===== config.mk =====
export PLATFORM = sky130hd
export DESIGN_NAME = cifc_top
export DESIGN_NICKNAME = d
export VERILOG_FILES = /design/src/hdl/cifc_pkg.sv /design/src/hdl/cifc_flag_cell.sv /design/src/hdl/cifc_top.sv
export VERILOG_INCLUDE_DIRS = /design/src /design/src/hdl
export SDC_FILE = /design/constraint.sdc
export NUM_CORES = 1
export LEC_CHECK = 0
export BUFFER_PORTS_ARGS = -buffer_cell sky130_fd_sc_hd__buf_4
export CORE_MARGIN = 2
export CORE_UTILIZATION = 28
export CTS_BUF_LIST = sky130_fd_sc_hd__clkbuf_4 sky130_fd_sc_hd__clkbuf_8
export DETAILED_ROUTE_END_ITERATION = 10
export PLACE_DENSITY_LB_ADDON = 0.15
export SKIP_CTS_REPAIR_TIMING = 1
export SLEW_MARGIN = 15
export SYNTH_ARGS = -nofsm -noshare
export SYNTH_HDL_FRONTEND = slang
export SYNTH_SLANG_ARGS = --single-unit

===== constraint.sdc =====
create_clock -name pclk -period 4.35 [get_ports pclk]
set_clock_uncertainty 0.05 [all_clocks]
set_input_delay 0.2175 -clock pclk [delete_from_list [all_inputs] [get_ports pclk]]
set_output_delay 0.2175 -clock pclk [all_outputs]
set_load 0.1 [all_outputs]

===== src/hdl/cifc_cfg.svh =====
// register map, field positions and reset values of the interrupt flag controller
`ifndef CIFC_CFG_SVH
`define CIFC_CFG_SVH
`define CIFC_NUM_SRC 8
`define CIFC_ADDR_W 8
`define CIFC_DATA_W 32
`define CIFC_OFS_RAW 8'h00
`define CIFC_OFS_CLEAR 8'h04
`define CIFC_OFS_ENABLE 8'h08
`define CIFC_OFS_FAST_SEL 8'h0c
`define CIFC_OFS_CTRL 8'h10
`define CIFC_OFS_SPACING 8'h14
`define CIFC_OFS_PENDING 8'h18
`define CIFC_OFS_VECTOR 8'h1c
`define CIFC_SPACING_W 8
`define CIFC_SPACING_RESET 8'h01
`define CIFC_SPACING_INTENDED 8'h04
`define CIFC_CTRL_W 2
`define CIFC_CTRL_RESET 2'h0
`define CIFC_CTRL_FAST_BIT 0
`define CIFC_CTRL_NORM_BIT 1
`define CIFC_VEC_ADDR_W 16
`define CIFC_VEC_VALID_BIT 31
`endif


===== src/hdl/cifc_pkg.sv =====
// types shared by the interrupt flag controller files
package cifc_pkg;
  typedef enum logic [3:0] {
    CIFC_REG_NONE = 4'h0,
    CIFC_REG_RAW = 4'h1,
    CIFC_REG_CLEAR = 4'h2,
    CIFC_REG_ENABLE = 4'h3,
    CIFC_REG_FAST_SEL = 4'h4,
    CIFC_REG_CTRL = 4'h5,
    CIFC_REG_SPACING = 4'h6,
    CIFC_REG_PENDING = 4'h7,
    CIFC_REG_VECTOR = 4'h8
  } cifc_reg_type;
endpackage


===== src/hdl/cifc_flag_cell.sv =====
// one sticky status flag fed by one system interrupt input
module cifc_flag_cell (
  // clock and reset
  input wire logic pclk,
  input wire logic presetn,
  // source and software clear
  input wire logic irq_in,
  input wire logic clear,
  // sticky flag
  output logic flag
);
  logic next_flag;

  // every cycle the input is high counts as one pulse, so a held level keeps setting
  // no pulse count is kept, only the flag; set wins over a clear in the same cycle
  always_comb begin
    next_flag = flag;
    if (clear) begin
      next_flag = 1'b0;
    end
    if (irq_in) begin
      next_flag = 1'b1;
    end
  end

  always_ff @(posedge pclk or negedge presetn) begin
    if (!presetn) begin
      flag <= 1'b0;
    end else begin
      flag <= next_flag;
    end
  end
endmodule


===== src/hdl/cifc_top.sv =====
// interrupt flag controller: sticky flags, two request lines, vector spacing, apb slave
//
// What this block does
// - spacing resets to one byte, not four
// - route flags onto fast and normal requests
// - every input is taken as pulse train
// - one sticky flag per source, no count
// - clear during held level sets flag again
//
// The APB register port and the address map are this design's own decisions.
`include "cifc_cfg.svh"

module cifc_top
  import cifc_pkg::*;
#(
  parameter int NUM_SRC = `CIFC_NUM_SRC
) (
  // clock and reset
  input wire logic pclk,
  input wire logic presetn,
  // apb slave
  input wire logic [`CIFC_ADDR_W-1:0] paddr,
  input wire logic psel,
  input wire logic penable,
  input wire logic pwrite,
  input wire logic [`CIFC_DATA_W-1:0] pwdata,
  input wire logic [3:0] pstrb,
  output logic [`CIFC_DATA_W-1:0] prdata,
  output logic pready,
  output logic pslverr,
  // system interrupt inputs
  input wire logic [NUM_SRC-1:0] sys_irq,
  // processor request lines
  output logic fast_request,
  output logic normal_request,
  // vector of the lowest pending normal source
  output logic vector_valid,
  output logic [`CIFC_VEC_ADDR_W-1:0] vector_addr
);
  localparam int IDX_W = (NUM_SRC > 1) ? $clog2(NUM_SRC) : 1;
  localparam int VW = `CIFC_VEC_ADDR_W;
  localparam int SW = `CIFC_SPACING_W;

  generate
    if (NUM_SRC < 1 || NUM_SRC > 32) begin : g_bad_num_src
      $error("NUM_SRC must be between 1 and 32");
    end
  endgenerate

  // offsets are byte addresses; a misaligned address maps to nothing
  function automatic cifc_reg_type decode(input logic [`CIFC_ADDR_W-1:0] a);
    case (a)
      `CIFC_OFS_RAW: decode = CIFC_REG_RAW;
      `CIFC_OFS_CLEAR: decode = CIFC_REG_CLEAR;
      `CIFC_OFS_ENABLE: decode = CIFC_REG_ENABLE;
      `CIFC_OFS_FAST_SEL: decode = CIFC_REG_FAST_SEL;
      `CIFC_OFS_CTRL: decode = CIFC_REG_CTRL;
      `CIFC_OFS_SPACING: decode = CIFC_REG_SPACING;
      `CIFC_OFS_PENDING: decode = CIFC_REG_PENDING;
      `CIFC_OFS_VECTOR: decode = CIFC_REG_VECTOR;
      default: decode = CIFC_REG_NONE;
    endcase
  endfunction

  function automatic logic [`CIFC_DATA_W-1:0] lane_mask(input logic [3:0] s);
    logic [`CIFC_DATA_W-1:0] m;
    m = '0;
    for (int b = 0; b < 4; b++) begin
      m[b*8 +: 8] = {8{s[b]}};
    end
    return m;
  endfunction

  // register state
  logic [NUM_SRC-1:0] flags;
  logic [NUM_SRC-1:0] enable;
  logic [NUM_SRC-1:0] next_enable;
  logic [NUM_SRC-1:0] fast_sel;
  logic [NUM_SRC-1:0] next_fast_sel;
  logic [`CIFC_CTRL_W-1:0] ctrl;
  logic [`CIFC_CTRL_W-1:0] next_ctrl;
  logic [SW-1:0] vector_spacing_reg;
  logic [SW-1:0] next_vector_spacing_reg;
  logic spacing_written;
  logic next_spacing_written;
  logic [`CIFC_DATA_W-1:0] next_prdata;
  logic next_pslverr;
  logic next_fast_request;
  logic next_normal_request;
  logic next_vector_valid;
  logic [VW-1:0] next_vector_addr;

  // bus decode
  logic setup;
  logic wr;
  cifc_reg_type sel;
  logic [`CIFC_DATA_W-1:0] wmask;
  logic [NUM_SRC-1:0] wbits;
  logic [NUM_SRC-1:0] clr_vec;

  // routing
  logic [NUM_SRC-1:0] pend;
  logic [NUM_SRC-1:0] fast_pend;
  logic [NUM_SRC-1:0] norm_pend;
  logic [IDX_W-1:0] cur_idx;
  logic cur_valid;

  assign setup = psel && !penable;
  assign wr = psel && penable && pwrite;
  assign sel = decode(paddr);
  assign wmask = lane_mask(pstrb);
  assign wbits = pwdata[NUM_SRC-1:0] & wmask[NUM_SRC-1:0];
  // zero wait states: every access phase completes at its first edge
  assign pready = 1'b1;

  // write-one-to-clear; clearing while a held level is still high will not stick
  assign clr_vec = (wr && sel == CIFC_REG_CLEAR) ? wbits : '0;

  generate
    for (genvar i = 0; i < NUM_SRC; i++) begin : g_src
      cifc_flag_cell u_cifc_flag_cell (
        .pclk(pclk),
        .presetn(presetn),
        .irq_in(sys_irq[i]),
        .clear(clr_vec[i]),
        .flag(flags[i])
      );
    end
  endgenerate

  // software-written registers
  always_comb begin
    next_enable = enable;
    next_fast_sel = fast_sel;
    next_ctrl = ctrl;
    next_vector_spacing_reg = vector_spacing_reg;
    next_spacing_written = spacing_written;
    if (wr) begin
      case (sel)
        CIFC_REG_ENABLE: begin
          next_enable = (enable & ~wmask[NUM_SRC-1:0]) | wbits;
        end
        CIFC_REG_FAST_SEL: begin
          next_fast_sel = (fast_sel & ~wmask[NUM_SRC-1:0]) | wbits;
        end
        CIFC_REG_CTRL: begin
          if (pstrb[0]) begin
            next_ctrl = pwdata[`CIFC_CTRL_W-1:0];
          end
        end
        CIFC_REG_SPACING: begin
          // only an explicit write brings the spacing to its working value
          if (pstrb[0]) begin
            next_vector_spacing_reg = pwdata[SW-1:0];
            next_spacing_written = 1'b1;
          end
        end
        default: begin
          next_ctrl = ctrl;
        end
      endcase
    end
  end

  // read data latched in the setup phase so it is stable for the access phase
  always_comb begin
    next_prdata = prdata;
    next_pslverr = pslverr;
    if (setup) begin
      next_prdata = '0;
      next_pslverr = (sel == CIFC_REG_NONE);
      case (sel)
        CIFC_REG_RAW: next_prdata[NUM_SRC-1:0] = flags;
        CIFC_REG_CLEAR: next_prdata[NUM_SRC-1:0] = flags;
        CIFC_REG_ENABLE: next_prdata[NUM_SRC-1:0] = enable;
        CIFC_REG_FAST_SEL: next_prdata[NUM_SRC-1:0] = fast_sel;
        CIFC_REG_CTRL: next_prdata[`CIFC_CTRL_W-1:0] = ctrl;
        CIFC_REG_SPACING: next_prdata[SW-1:0] = vector_spacing_reg;
        CIFC_REG_PENDING: next_prdata[NUM_SRC-1:0] = pend;
        CIFC_REG_VECTOR: begin
          next_prdata[`CIFC_VEC_VALID_BIT] = vector_valid;
          next_prdata[VW-1:0] = vector_addr;
        end
        default: next_prdata = '0;
      endcase
    end
  end

  // combine flags onto exactly two request lines
  always_comb begin
    pend = flags & enable;
    fast_pend = pend & fast_sel;
    norm_pend = pend & ~fast_sel;
    next_fast_request = ctrl[`CIFC_CTRL_FAST_BIT] && (|fast_pend);
    next_normal_request = ctrl[`CIFC_CTRL_NORM_BIT] && (|norm_pend);
  end

  // lowest pending normal source wins; no priority levels are provided
  always_comb begin
    cur_idx = '0;
    cur_valid = |norm_pend;
    for (int i = NUM_SRC - 1; i >= 0; i--) begin
      if (norm_pend[i]) begin
        cur_idx = IDX_W'(i);
      end
    end
    next_vector_valid = cur_valid;
    // stays one byte per entry until software writes the spacing
    next_vector_addr = VW'(cur_idx) * VW'(vector_spacing_reg);
  end

  always_ff @(posedge pclk or negedge presetn) begin
    if (!presetn) begin
      enable <= '0;
      fast_sel <= '0;
      ctrl <= `CIFC_CTRL_RESET;
      vector_spacing_reg <= `CIFC_SPACING_RESET;
      spacing_written <= 1'b0;
      prdata <= '0;
      pslverr <= 1'b0;
      fast_request <= 1'b0;
      normal_request <= 1'b0;
      vector_valid <= 1'b0;
      vector_addr <= '0;
    end else begin
      enable <= next_enable;
      fast_sel <= next_fast_sel;
      ctrl <= next_ctrl;
      vector_spacing_reg <= next_vector_spacing_reg;
      spacing_written <= next_spacing_written;
      prdata <= next_prdata;
      pslverr <= next_pslverr;
      fast_request <= next_fast_request;
      normal_request <= next_normal_request;
      vector_valid <= next_vector_valid;
      vector_addr <= next_vector_addr;
    end
  end

  // checks
  logic [NUM_SRC-1:0] hold_clr;
  logic [NUM_SRC-1:0] real_clr;
  logic [SW-1:0] wdata_lo;
  logic spacing_wr;
  assign hold_clr = clr_vec & sys_irq;
  assign real_clr = clr_vec & ~sys_irq;
  assign wdata_lo = pwdata[SW-1:0];
  assign spacing_wr = wr && (sel == CIFC_REG_SPACING) && pstrb[0];
endmodule


Word level (Yosys, flattened, before mapping)
Memories as Yosys holds them, arrays and structs flattened.
Index checks and enable logic that the tools add are counted.
{"block": "word_totals", "register_bits": 66, "mem_bits_ro": 128, "input_bits": 57, "word_cells": 92, "memories": 1}
{"block": "classes", "mul": 1, "n_eq_ne": 8, "mux": 30, "bitwise": 10, "n_reduce_logical": 24}
{"memory": "(no name shown)", "words": 32, "word_bits": 4, "read_ports": 1, "rd_ports_with_merged_regs": 0, "write_ports": 0, "line_no": "cifc_top.sv:52", "rtl": "case (a)"}
{"op": "bitwise AND 8 bit", "count": 6}
{"op": "one-hot mux 6 bit (6 select lines)", "count": 1}
{"op": "2-to-1 mux 3 bit", "count": 9}
{"op": "2-to-1 mux 1 bit", "count": 17}
{"op": "== test 4 x 3 -> 1 bit (second input constant)", "count": 4}
{"op": "inverter 8 bit", "count": 2}
{"op": "bitwise OR 8 bit", "count": 2}
{"op": "nonzero test 2 bit", "count": 8}
{"op": "OR reduction 8 bit", "count": 2}
{"op": "one-hot mux 2 bit (7 select lines)", "count": 1}
{"op": "multiplier 3 x 8 -> 11 bit", "count": 1}
{"op": "== test 4 x 2 -> 1 bit (second input constant)", "count": 2}
{"op": "2-to-1 mux 8 bit", "count": 1}
{"op": "logical AND 1 bit", "count": 6}
{"op": "AND reduction 3 bit", "count": 2}
{"op": "== test 4 x 1 -> 1 bit (second input constant)", "count": 1}
{"op": "== test 4 bit (second input constant)", "count": 1}
{"op": "zero test 4 bit", "count": 1}
{"op": "2-to-1 mux 4 bit", "count": 1}
{"op": "AND reduction 2 bit", "count": 2}
{"op": "zero test 3 bit", "count": 1}
{"op": "OR reduction 2 bit", "count": 1}
{"op": "zero test 1 bit", "count": 1}

Logic depth before layout (Yosys ltp)
Gate-level depths: netlist of the first run.
{"block": "depth", "word_depth": 11, "ltp_mapped": 11}

By module
A second synthesis of the first run with hierarchy kept.
{"block": "unflattened", "cells_unflattened": 352, "hier_area_um2": 3679.8}
{"mod": "cifc_top", "n_inst": 1, "cells_per_inst": 328, "area_each_um2": 3389.5, "seq_area_each_um2": 1327.5}
{"mod": "cifc_flag_cell", "n_inst": 8, "cells_per_inst": 3, "area_each_um2": 36.3, "seq_area_each_um2": 25.0}

Worst setup path after synthesis of the first run
OpenSTA, ideal clock, no wires.
{"block": "synth_timing", "path_kind": "register -> register", "startpoint": "register g_src[6].u_cifc_flag_cell.flag", "endpoint": "register vector_addr[8]", "setup_ns": 0.130, "arrival_ns": 3.087, "path_slack_ns": 1.083, "stages_incl_launch_ff": 12, "synth_period_minus_slack_ns": 3.267, "path_cell_list": "dfrtp_1 and3b_1 o31a_1 o211ai_1 and3_1 fa_1 ha_1 fa_1 a21o_1 a21oi_1 o211ai_1 xor2_1"}
{"block": "synth_between", "elab_chain_len": 10}
{"item": "from (decl)", "line_no": "cifc_flag_cell.sv:10", "rtl": "output logic flag"}
{"item": "from (signal assigned)", "line_no": "cifc_flag_cell.sv:30", "rtl": "flag <= next_flag;"}
{"item": "bitwise AND 8 bit", "line_no": "cifc_top.sv:191", "rtl": "pend = flags & enable;"}
{"item": "bitwise AND 8 bit", "line_no": "cifc_top.sv:193", "rtl": "norm_pend = pend & ~fast_sel;"}
{"item": "2-to-1 mux 3 bit (7 in series)", "line_no": "cifc_top.sv:203", "rtl": "if (norm_pend[i]) begin"}
{"item": "multiplier 3 x 8 -> 11 bit", "line_no": "cifc_top.sv:209", "rtl": "next_vector_addr = VW'(cur_idx) * VW'(vector_spacing_reg);"}
{"item": "net next_vector_addr[8]", "line_no": "cifc_top.sv:91", "rtl": "logic [VW-1:0] next_vector_addr;"}
{"item": "to (signal assigned)", "line_no": "cifc_top.sv:236", "rtl": "vector_addr <= next_vector_addr;"}
{"item": "to (decl)", "line_no": "cifc_top.sv:38", "rtl": "output logic [`CIFC_VEC_ADDR_W-1:0] vector_addr"}
The timed path passes the listed nets, and every way through them passes these cells.
A chain may end at the register's enable or synchronous reset.

Worst setup path after layout of the first run
Same ends and word-level chain as after synthesis.

==> results.toml, run 1 <==
[status]
status = "finished with violations"
violations = "negative hold slack"

[clock_tree]
clock_path_buffers = 2
cts.sinks = 61
cts_buffers = 9
htree_levels = 3
cts_tree = "yes"
path_clk_slew_ns = 0.06
cts_root_buffer = "clkbuf_8"
worst_skew_pair.late_latency_ns = 0.34

[final_layout]
drive_gt1_frac = 0.2817
syn_to_final_growth_pct = 19.91
diodes = 0
layout.nets = 464
post-route-util = 0.3443
instances_no_fill = 566

[timing]
setup_violations = 0
period_share = 0.8934
rsz0062_at_grt = "false"
post-route-min-period_ns = 3.886
finalHoldViolations = 1
max_slew_margin = 0.3534
hold_slack_ns = -0.002871
max_slew.worst_pin.slew_ns = 0.9647
layout_setup_ws_ns = 0.4636
clock.fmax_ghz = 0.2573
timing.setup.tns_ns = 0
finalMaxSlewViolations = 0

[synthesis]
syn-cell-area_um2 = 3638
avgSynthCellArea_um2 = 11.03
yosys-top-cells-area = "dfrtp_1 41%, mux2_2 6.2%, buf_4 5.6%"
ys_types = 52
synth-seq-cells = 61
synthArstFlopShare = 1.000
netlist_instances = 330
synth_ff_type = "dfrtp_1"
synth_top_area_frac = 0.4127
synth_edf_count = 0
yosysWarnings = 0
yosysTopAreaCell = "dfrtp_1"
yosysSeqAreaShare = 0.4199

[placement]
placedCellCount = 547
dp_worst_setup_slack_ns = 0.4854
portBuffers = 56
dp_hpwl_mm = 7.305
gp_congestion = 0.7907

[setup_path]
crit_path_max_fanout = 8
cp_cell_sequence = "and3b_1 -> o31a_1 -> o211ai_1 -> and3_1 -> fa_1 -> ha_1 -> fa_1 -> a21o_1 -> a21oi_1 -> o211ai_1 -> xor2_1"
crit_type = "reg2reg"
endpoint_kind = "register"
slowest_delay_ns = 0.58
regToRegSetupSlack_ns = 0.46
critical_path_arrival_ns = 4.07
critPathRequiredTime_ns = 4.54
cp_slowest_cell = "o211ai_1"
setup.worst_path.start_class = "register"
ff2ff_path_depth = 11

[power_and_ir_drop]
clock_power_share = 0.389
swShare = 0.3026
p_int_uw = 928.9
p_seq_frac = 0.436
p_total_uw = 1332
power_switching_uw = 403.1
irDropWorstVdd_v = 0.0001070
p_comb_frac = 0.175
p_leak_uw = 0.002138
cellPowerDensity_nw_per_um2 = 305.3

[grt]
grtUsageMet1 = 0.1924
grt_antenna_before_repair = 0
grt_pass1_vias = 2780
gr-total-overflow = 0
grt_usage = 0.1443
grt.busiest_layer = "met2"
grt_max_degree = 62
met3_usage = 0.02180
grt_use_met2 = 0.2231
grt_pass1_wl_mm = 15.41

[floorplanning]
pin_count = 110
num_rows = 41
die_w_um = 118.0
start_util = 0.2872
core_area_um2 = 12670
die_h_um = 118.0
die_area_um2 = 13920

[route]
num_vias = 2723
ant_nets = 0
first_pass_iters = 4
drt-initial-drc-count = 130
via_per_inst = 4.811
drt-total-wl_mm = 9.663
drc = 0
wl_per_cell_um = 17.07

[job]
max-cap-violations = 0

[min_path]
hold_class = "in2reg"
min_path_cells = 2
## critical path: cells and delay by family (launching register included)
kind,cells,cell delay (ns)
AO/OA/AOI/OAI,5,1.45
adder cells (fa/ha/maj),3,1.06
AND/OR/NAND/NOR,2,0.52
flip-flops,1,0.43
XOR/XNOR,1,0.25
## through the flow
stage,area [um2],hold WS [ns]
6_report,4363,-0.002871
5_1_grt,4363,0.001265
4_1_cts,4323,-0.06860
3_3_place_gp,4119,0.3032
3_5_place_dp,4119,0.3065
2_1_floorplan,3729,-0.1281
## layer usage
layer,up-vias,wire [um]
met2,87,4347
met3,20,375
met1,1335,4588
li1,1281,-
met5,-,0
met4,0,351
## worst paths after layout
| check | endpoint | startpoint |
|---|---|---|
| max | vector_addr[8] | g_src[6].u_cifc_flag_cell.flag |
| min | g_src[6].u_cifc_flag_cell.flag | sys_irq[6] |
| max reg2reg | vector_addr[8] | g_src[6].u_cifc_flag_cell.flag |
| min reg2reg | pslverr | pslverr |
| max in group asynchronous | prdata[2] | presetn |
| min in group asynchronous | vector_addr[2] | presetn |
## final cells by class
class | count | area (um2)
clock buffer | 14 | 173.9
inverter | 10 | 37.54
sequential | 61 | 1528
clock inverter | 1 | 30.03
multi-input combinational | 247 | 1911
timing repair buffer | 61 | 467.9
tap | 172 | 215.2
fill | 1296 | 8308
## kinds of logic (layout without fill, tap and decap cells)
| logic type | count (synthesis) | after routing | share of synthesized area |
|---|---|---|---|
| xor+xnor | 6 | 6 | 0.01444 |
| simple gates | 98 | 98 | 0.1606 |
| buf+inv | 46 | 86 | 0.07978 |
| other cells | 2 | 26 | 0.002064 |
| flops | 61 | 61 | 0.4199 |
| fa+ha+maj | 17 | 17 | 0.07290 |
| compound gates | 64 | 64 | 0.1334 |
| mux | 36 | 36 | 0.1169 |
## synth_stat cells, types with 4 or more instances
library cell	count
dfrtp_1	60
buf_4	27
nand3_1	21
mux2_2	20
nand2_1	15
o211ai_1	14
and2_1	11
a21o_1	10
ha_1	10
inv_1	10
a21oi_1	9
mux2_4	8
mux2i_1	8
nor2_1	8
a221o_1	7
and3_1	7
fa_1	7
a32o_1	5
clkbuf_1	5
o21ai_0	5
a22o_1	4
nand2b_1	4
nand3b_1	4
nor3_1	4
xnor2_1	4
## power by group through the flow
stage,Sequential (uW),Combinational (uW),Clock [uW]
final,580,233,518
after global routing,581,245,560
after CTS,580,232,539
after detailed placement,591,232,0
after global placement,591,231,0
after floorplan,631,152,0
## cells in the final DEF (no fill, tap or decap), types with 3 or more instances in the layout
master,netlist,layout
a21o_1,10,10
a21oi_1,9,9
a221o_1,7,7
a22o_1,4,4
a32o_1,5,5
and2_1,11,11
and3_1,7,7
and3b_1,3,3
buf_4,27,57
clkbuf_4,0,3
clkbuf_8,0,11
conb_1,2,26
dfrtp_1,60,60
dlygate4sd3_1,0,4
fa_1,7,7
ha_1,10,10
inv_1,10,10
mux2_2,20,20
mux2_4,8,8
mux2i_1,8,8
nand2_1,15,15
nand2b_1,4,4
nand3_1,21,21
nand3b_1,4,4
nand4_1,3,3
nor2_1,8,8
nor3_1,4,4
o211ai_1,14,14
o21a_1,3,3
o21ai_0,5,5
or3_1,3,3
xnor2_1,4,4
No activity file was read; power rests on OpenSTA's default activity.
==> run 2, diff against run 1 <==
Settings changed: BUFFER_PORTS_ARGS -buffer_cell sky130_fd_sc_hd__buf_4 to -buffer_cell sky130_fd_sc_hd__buf_2, MAX_ROUTING_LAYER set to met4.
==> run 2 against run 1 <==
  * The flow now finishes without violations
  * Critical endpoint unchanged
  * Clock power about the same
  * Largest cell class unchanged
  * First-iteration DRC count increased by 34%
  * Highest routed layer unchanged
  * Maximum frequency rose by 1.5%
  * Sequential share of layout area increased by 1.0 points
==> results.toml, run 2 (same netlist as run 1, synthesis figures left out) <==
[floorplanning]
die_h_um = 118.0
start_util = 0.2872
core_area_um2 = 12670
pin_count = 110
die_w_um = 118.0
die_area_um2 = 13920
num_rows = 41

[setup_path]
setup.worst_path.start_class = "register"
r2r-start = "g_src[6].u_cifc_flag_cell.flag"
critical_path_arrival_ns = 4.01
critPathRequiredTime_ns = 4.53
endpoint_kind = "register"
startpoint = "g_src[6].u_cifc_flag_cell.flag"
crit_type = "reg2reg"
crit_path_max_fanout = 8

[timing]
finalHoldViolations = 0
post-route-min-period_ns = 3.830
setup_violations = 0
rsz0062_at_grt = "false"
max_slew_margin = 0.3813
period_share = 0.8804
timing.setup.tns_ns = 0
clock.fmax_ghz = 0.2611
max_slew.worst_pin.slew_ns = 0.9230
finalMaxSlewViolations = 0

[power_and_ir_drop]
clock_power_share = 0.393
irDropWorstVdd_v = 0.0001166
p_seq_frac = 0.438
power_switching_uw = 412.3
swShare = 0.3113
p_total_uw = 1324
cellPowerDensity_nw_per_um2 = 312.4
p_comb_frac = 0.169
p_int_uw = 912.2
p_leak_uw = 0.002124

[route]
drt-total-wl_mm = 9.732
first_pass_iters = 4
num_vias = 2727
ant_nets = 0
drc = 0
drt-initial-drc-count = 174
wl_per_cell_um = 17.10
via_per_inst = 4.793

[final_layout]
syn_to_final_growth_pct = 16.51
diodes = 0
final_cell_mix = "60 x dfrtp_1, 56 x buf_2, 26 x conb_1, 21 x nand3_1, 20 x mux2_2"
final_common_cell = "dfrtp_1"
drive_gt1_frac = 0.2846
layout.nets = 466

[clock_tree]
cts_buffers = 9
cts.sinks = 61
worst_skew_pair.late_latency_ns = 0.35
path_clk_slew_ns = 0.07
htree_levels = 3
clock_path_buffers = 2
cts_tree = "yes"
cts_root_buffer = "clkbuf_8"

[placement]
gp_congestion = 0.8086
portBuffers = 56
dp_hpwl_mm = 7.442

[grt]
grt_usage = 0.1494
grt_max_degree = 59
gr-total-overflow = 0
grt_pass1_wl_mm = 15.46
grt_pass1_vias = 2732
grt_antenna_before_repair = 0

[status]
status = "finished clean"

[min_path]
hold_class = "in2reg"
hold_start = "sys_irq[1]"

[job]
max-cap-violations = 0
==> run 2: power groups by stage <==
stage                     registers, uW  clock network (uW)  logic (uW)
after global placement              591                   0         221
after floorplan                     631                   0         152
final                               580                 520         224
after global routing                581                 562         236
after CTS                           580                 538         222
after detailed placement            591                   0         222
==> run 2: final cells by class <==
type	instances	area (um2)
Fill cell	1336	8432
Multi-Input combinational cell	247	1911
Sequential cell	61	1528
Timing Repair Buffer	63	345.3
Tap cell	172	215.2
Clock buffer	14	167.7
Inverter	10	37.54
Clock inverter	2	35.03
==> run 2: routing by layer <==
metal,vias up,share of wire,global-route usage
met4,0,0.028,0.06401
li1,1287,-,-
met1,1331,0.46,0.1929
met2,87,0.46,0.2278
met5,-,0,-
met3,22,0.049,0.03004
==> run 2: worst max-delay path, stage by stage (launching register included) <==
cell and delay (ns):
dfrtp_1 0.43, and3b_1 0.25, o31a_1 0.25, o211ai_1 0.56, and3_1 0.27, fa_1 0.43, ha_1 0.25, fa_1 0.42
a21o_1 0.20, a21oi_1 0.28, o211ai_1 0.17, xor2_1 0.16
==> run 2: metrics by stage <==
stage	cells	setup slack [ns]	util	hold WS, ns	cell area [um2]
after floorplan	354	1.083	-	-0.1281	3729
after global routing	569	0.3358	0.3346	0.0009782	4239
after detailed placement	548	0.5348	0.3146	-0.01033	3986
final	569	0.5203	0.3346	0.003821	4239
after global placement	548	0.5697	0.3146	-0.01533	3986
after CTS	564	0.5059	0.3306	-0.3866	4189
==> run 2: worst paths after layout <==
path,endpoint,slack (ns),cells after the start
worst min register to register,pslverr,0.42,2
min in group asynchronous,vector_addr[4],0.16,2
worst max register to register,vector_addr[8],0.52,11
max in group asynchronous,prdata[31],3.15,3
worst max-delay path,vector_addr[8],0.52,11
worst min-delay path,g_src[1].u_cifc_flag_cell.flag,0.004,2
==> run 3, diff against run 2 <==
Settings changed: CORE_UTILIZATION 28 to 54.
==> run 3 against run 2 <==
  * The run now ends with negative hold slack left
  * Die area decreased by 47%
  * Sequential share of layout area increased by 1.5 points
  * Maximum frequency increased by 2.4%
  * Critical path depth unchanged
  * Wire length decreased by 15%
  * Non-clock buffer count decreased by 5
  * Clock-buffer cell count decreased by 2
  * Sequential power about the same
  * First-iteration DRC count increased by 6.3%
==> results.toml, run 3 (same netlist as run 1, synthesis figures left out) <==
[final_layout]
final_common_cell = "dfrtp_1"
syn_to_final_growth_pct = 11.97
layout.nets = 461
drive_gt1_frac = 0.2883
instances_no_fill = 469
stdcell_area_um2 = 4074
final_cell_mix = "60 x dfrtp_1, 56 x buf_2, 26 x conb_1, 21 x nand3_1, 20 x mux2_2"
nFillCells = 532
diodes = 0
post-route-util = 0.6343

[clock_tree]
cts.sinks = 61
htree_levels = 3
cts_buffers = 9
worst_skew_pair.late_latency_ns = 0.34
clock_path_buffers = 2
path_clk_slew_ns = 0.07
cts_tree = "yes"
cts_root_buffer = "clkbuf_8"

[timing]
rsz0062_at_grt = "false"
period_share = 0.8595
layout_setup_ws_ns = 0.6112
clock.fmax_ghz = 0.2675
timing.setup.tns_ns = 0
max_slew.worst_pin.slew_ns = 0.8492
setup_violations = 0
finalMaxSlewViolations = 0
post-route-min-period_ns = 3.739
hold_slack_ns = -0.03998
finalHoldViolations = 16
max_slew_margin = 0.4308

[floorplanning]
die_area_um2 = 7411
core_area_um2 = 6422
die_w_um = 86.09
die_h_um = 86.09
pin_count = 110
num_rows = 29
start_util = 0.5665

[grt]
grt_max_degree = 62
gr-total-overflow = 0
grt_pass1_vias = 2700
grt_pass1_wl_mm = 13.94
grt_antenna_before_repair = 0
grt_usage = 0.2554

[placement]
dp_hpwl_mm = 6.097
placedCellCount = 453
dp_worst_setup_slack_ns = 0.6599
portBuffers = 56
gp_congestion = 0.8498
post_dp_cell_area_um2 = 3867

[power_and_ir_drop]
clock_power_share = 0.398
p_comb_frac = 0.165
cellPowerDensity_nw_per_um2 = 325.0
p_seq_frac = 0.438
p_int_uw = 904.1
irDropWorstVdd_v = 0.0001921
p_leak_uw = 0.002100
power_switching_uw = 419.9
swShare = 0.3171

[setup_path]
r2r-start = "g_src[6].u_cifc_flag_cell.flag"
critPathRequiredTime_ns = 4.52
regToRegSetupSlack_ns = 0.61
cp_cell_sequence = "and3b_1 -> o31a_1 -> o211ai_1 -> and3_1 -> fa_1 -> ha_1 -> fa_1 -> a21o_1 -> a21oi_1 -> o211ai_1 -> xor2_1"
crit_type = "reg2reg"
crit_path_max_fanout = 8
endpoint_kind = "register"
cp_slowest_cell = "o211ai_1"
ff2ff_path_depth = 11
r2r-end = "vector_addr[8]"
setup.worst_path.start_class = "register"
slowest_delay_ns = 0.53
critical_path_arrival_ns = 3.91

[route]
drt-total-wl_mm = 8.291
first_pass_iters = 5
via_per_inst = 5.819
drt-initial-drc-count = 185
wl_per_cell_um = 17.68
ant_nets = 0
num_vias = 2729
drc = 0

[job]
max-cap-violations = 0

[min_path]
hold_class = "in2async"

[status]
status = "finished with violations"
violations = "negative hold slack"
[run 3: cell count changes in the layout (fill, tap and decap cells not counted)]
cell,before,now
clkbuf_4,4,1
clkbuf_8,10,11
clkinv_2,1,2
clkinvlp_4,0,1
dlygate4sd3_1,5,0
[run 3: final cells by class]
type                       count  area [um2]  share of cell area
tap                           77       96.34             0.02365
timing repair buffer          58       295.3             0.07248
clock inverter                 4       47.55             0.01167
multi-input combinational    247        1911              0.4690
inverter                      10       37.54            0.009214
sequential                    61        1528              0.3750
clock buffer                  12       158.9             0.03900
[run 3: worst max-delay path by stage]
stage / startpoint / to
after CTS: g_src[6].u_cifc_flag_cell.flag / vector_addr[8]
after global routing: g_src[6].u_cifc_flag_cell.flag / vector_addr[8]
after detailed placement: g_src[6].u_cifc_flag_cell.flag / vector_addr[8]
after global placement: g_src[6].u_cifc_flag_cell.flag / vector_addr[8]
final: g_src[6].u_cifc_flag_cell.flag / vector_addr[8]
after floorplan: g_src[6].u_cifc_flag_cell.flag / vector_addr[8]
[run 3: metrics by stage]
| stage | total power, uW | hold slack (ns) |
|---|---|---|
| after floorplan | 782.9 | -0.1281 |
| after global placement | 807.1 | 0.3440 |
| after detailed placement | 808.5 | 0.3493 |
| after CTS | 1334 | -0.007562 |
| after global routing | 1369 | 0.002703 |
| final | 1324 | -0.03998 |
[run 3: worst max-delay path, delay by kind of cell (launching register included)]
family / cells / cell delay (ns)
AOI/OAI and AO/OA: 5 / 1.41
xor gates and xnor gates: 1 / 0.15
adders and majority gates: 3 / 1.06
DFF: 1 / 0.43
and+or+nand+nor: 2 / 0.51
[run 3: power groups by stage]
stage                     Sequential (uW)  Clock (uW)  Combinational, uW
after floorplan                       631           0                152
final                                 580         526                218
after global placement                590           0                217
after global routing                  580         559                230
after CTS                             580         536                218
after detailed placement              590           0                218
[run 3: per-layer routing]
layer  vias up  track usage  share of wire
met5         -            -              0
met4         0      0.09380          0.016
met3        14      0.02406          0.051
met2       118       0.3763           0.46
met1      1318       0.3689           0.47
li1       1279            -              -
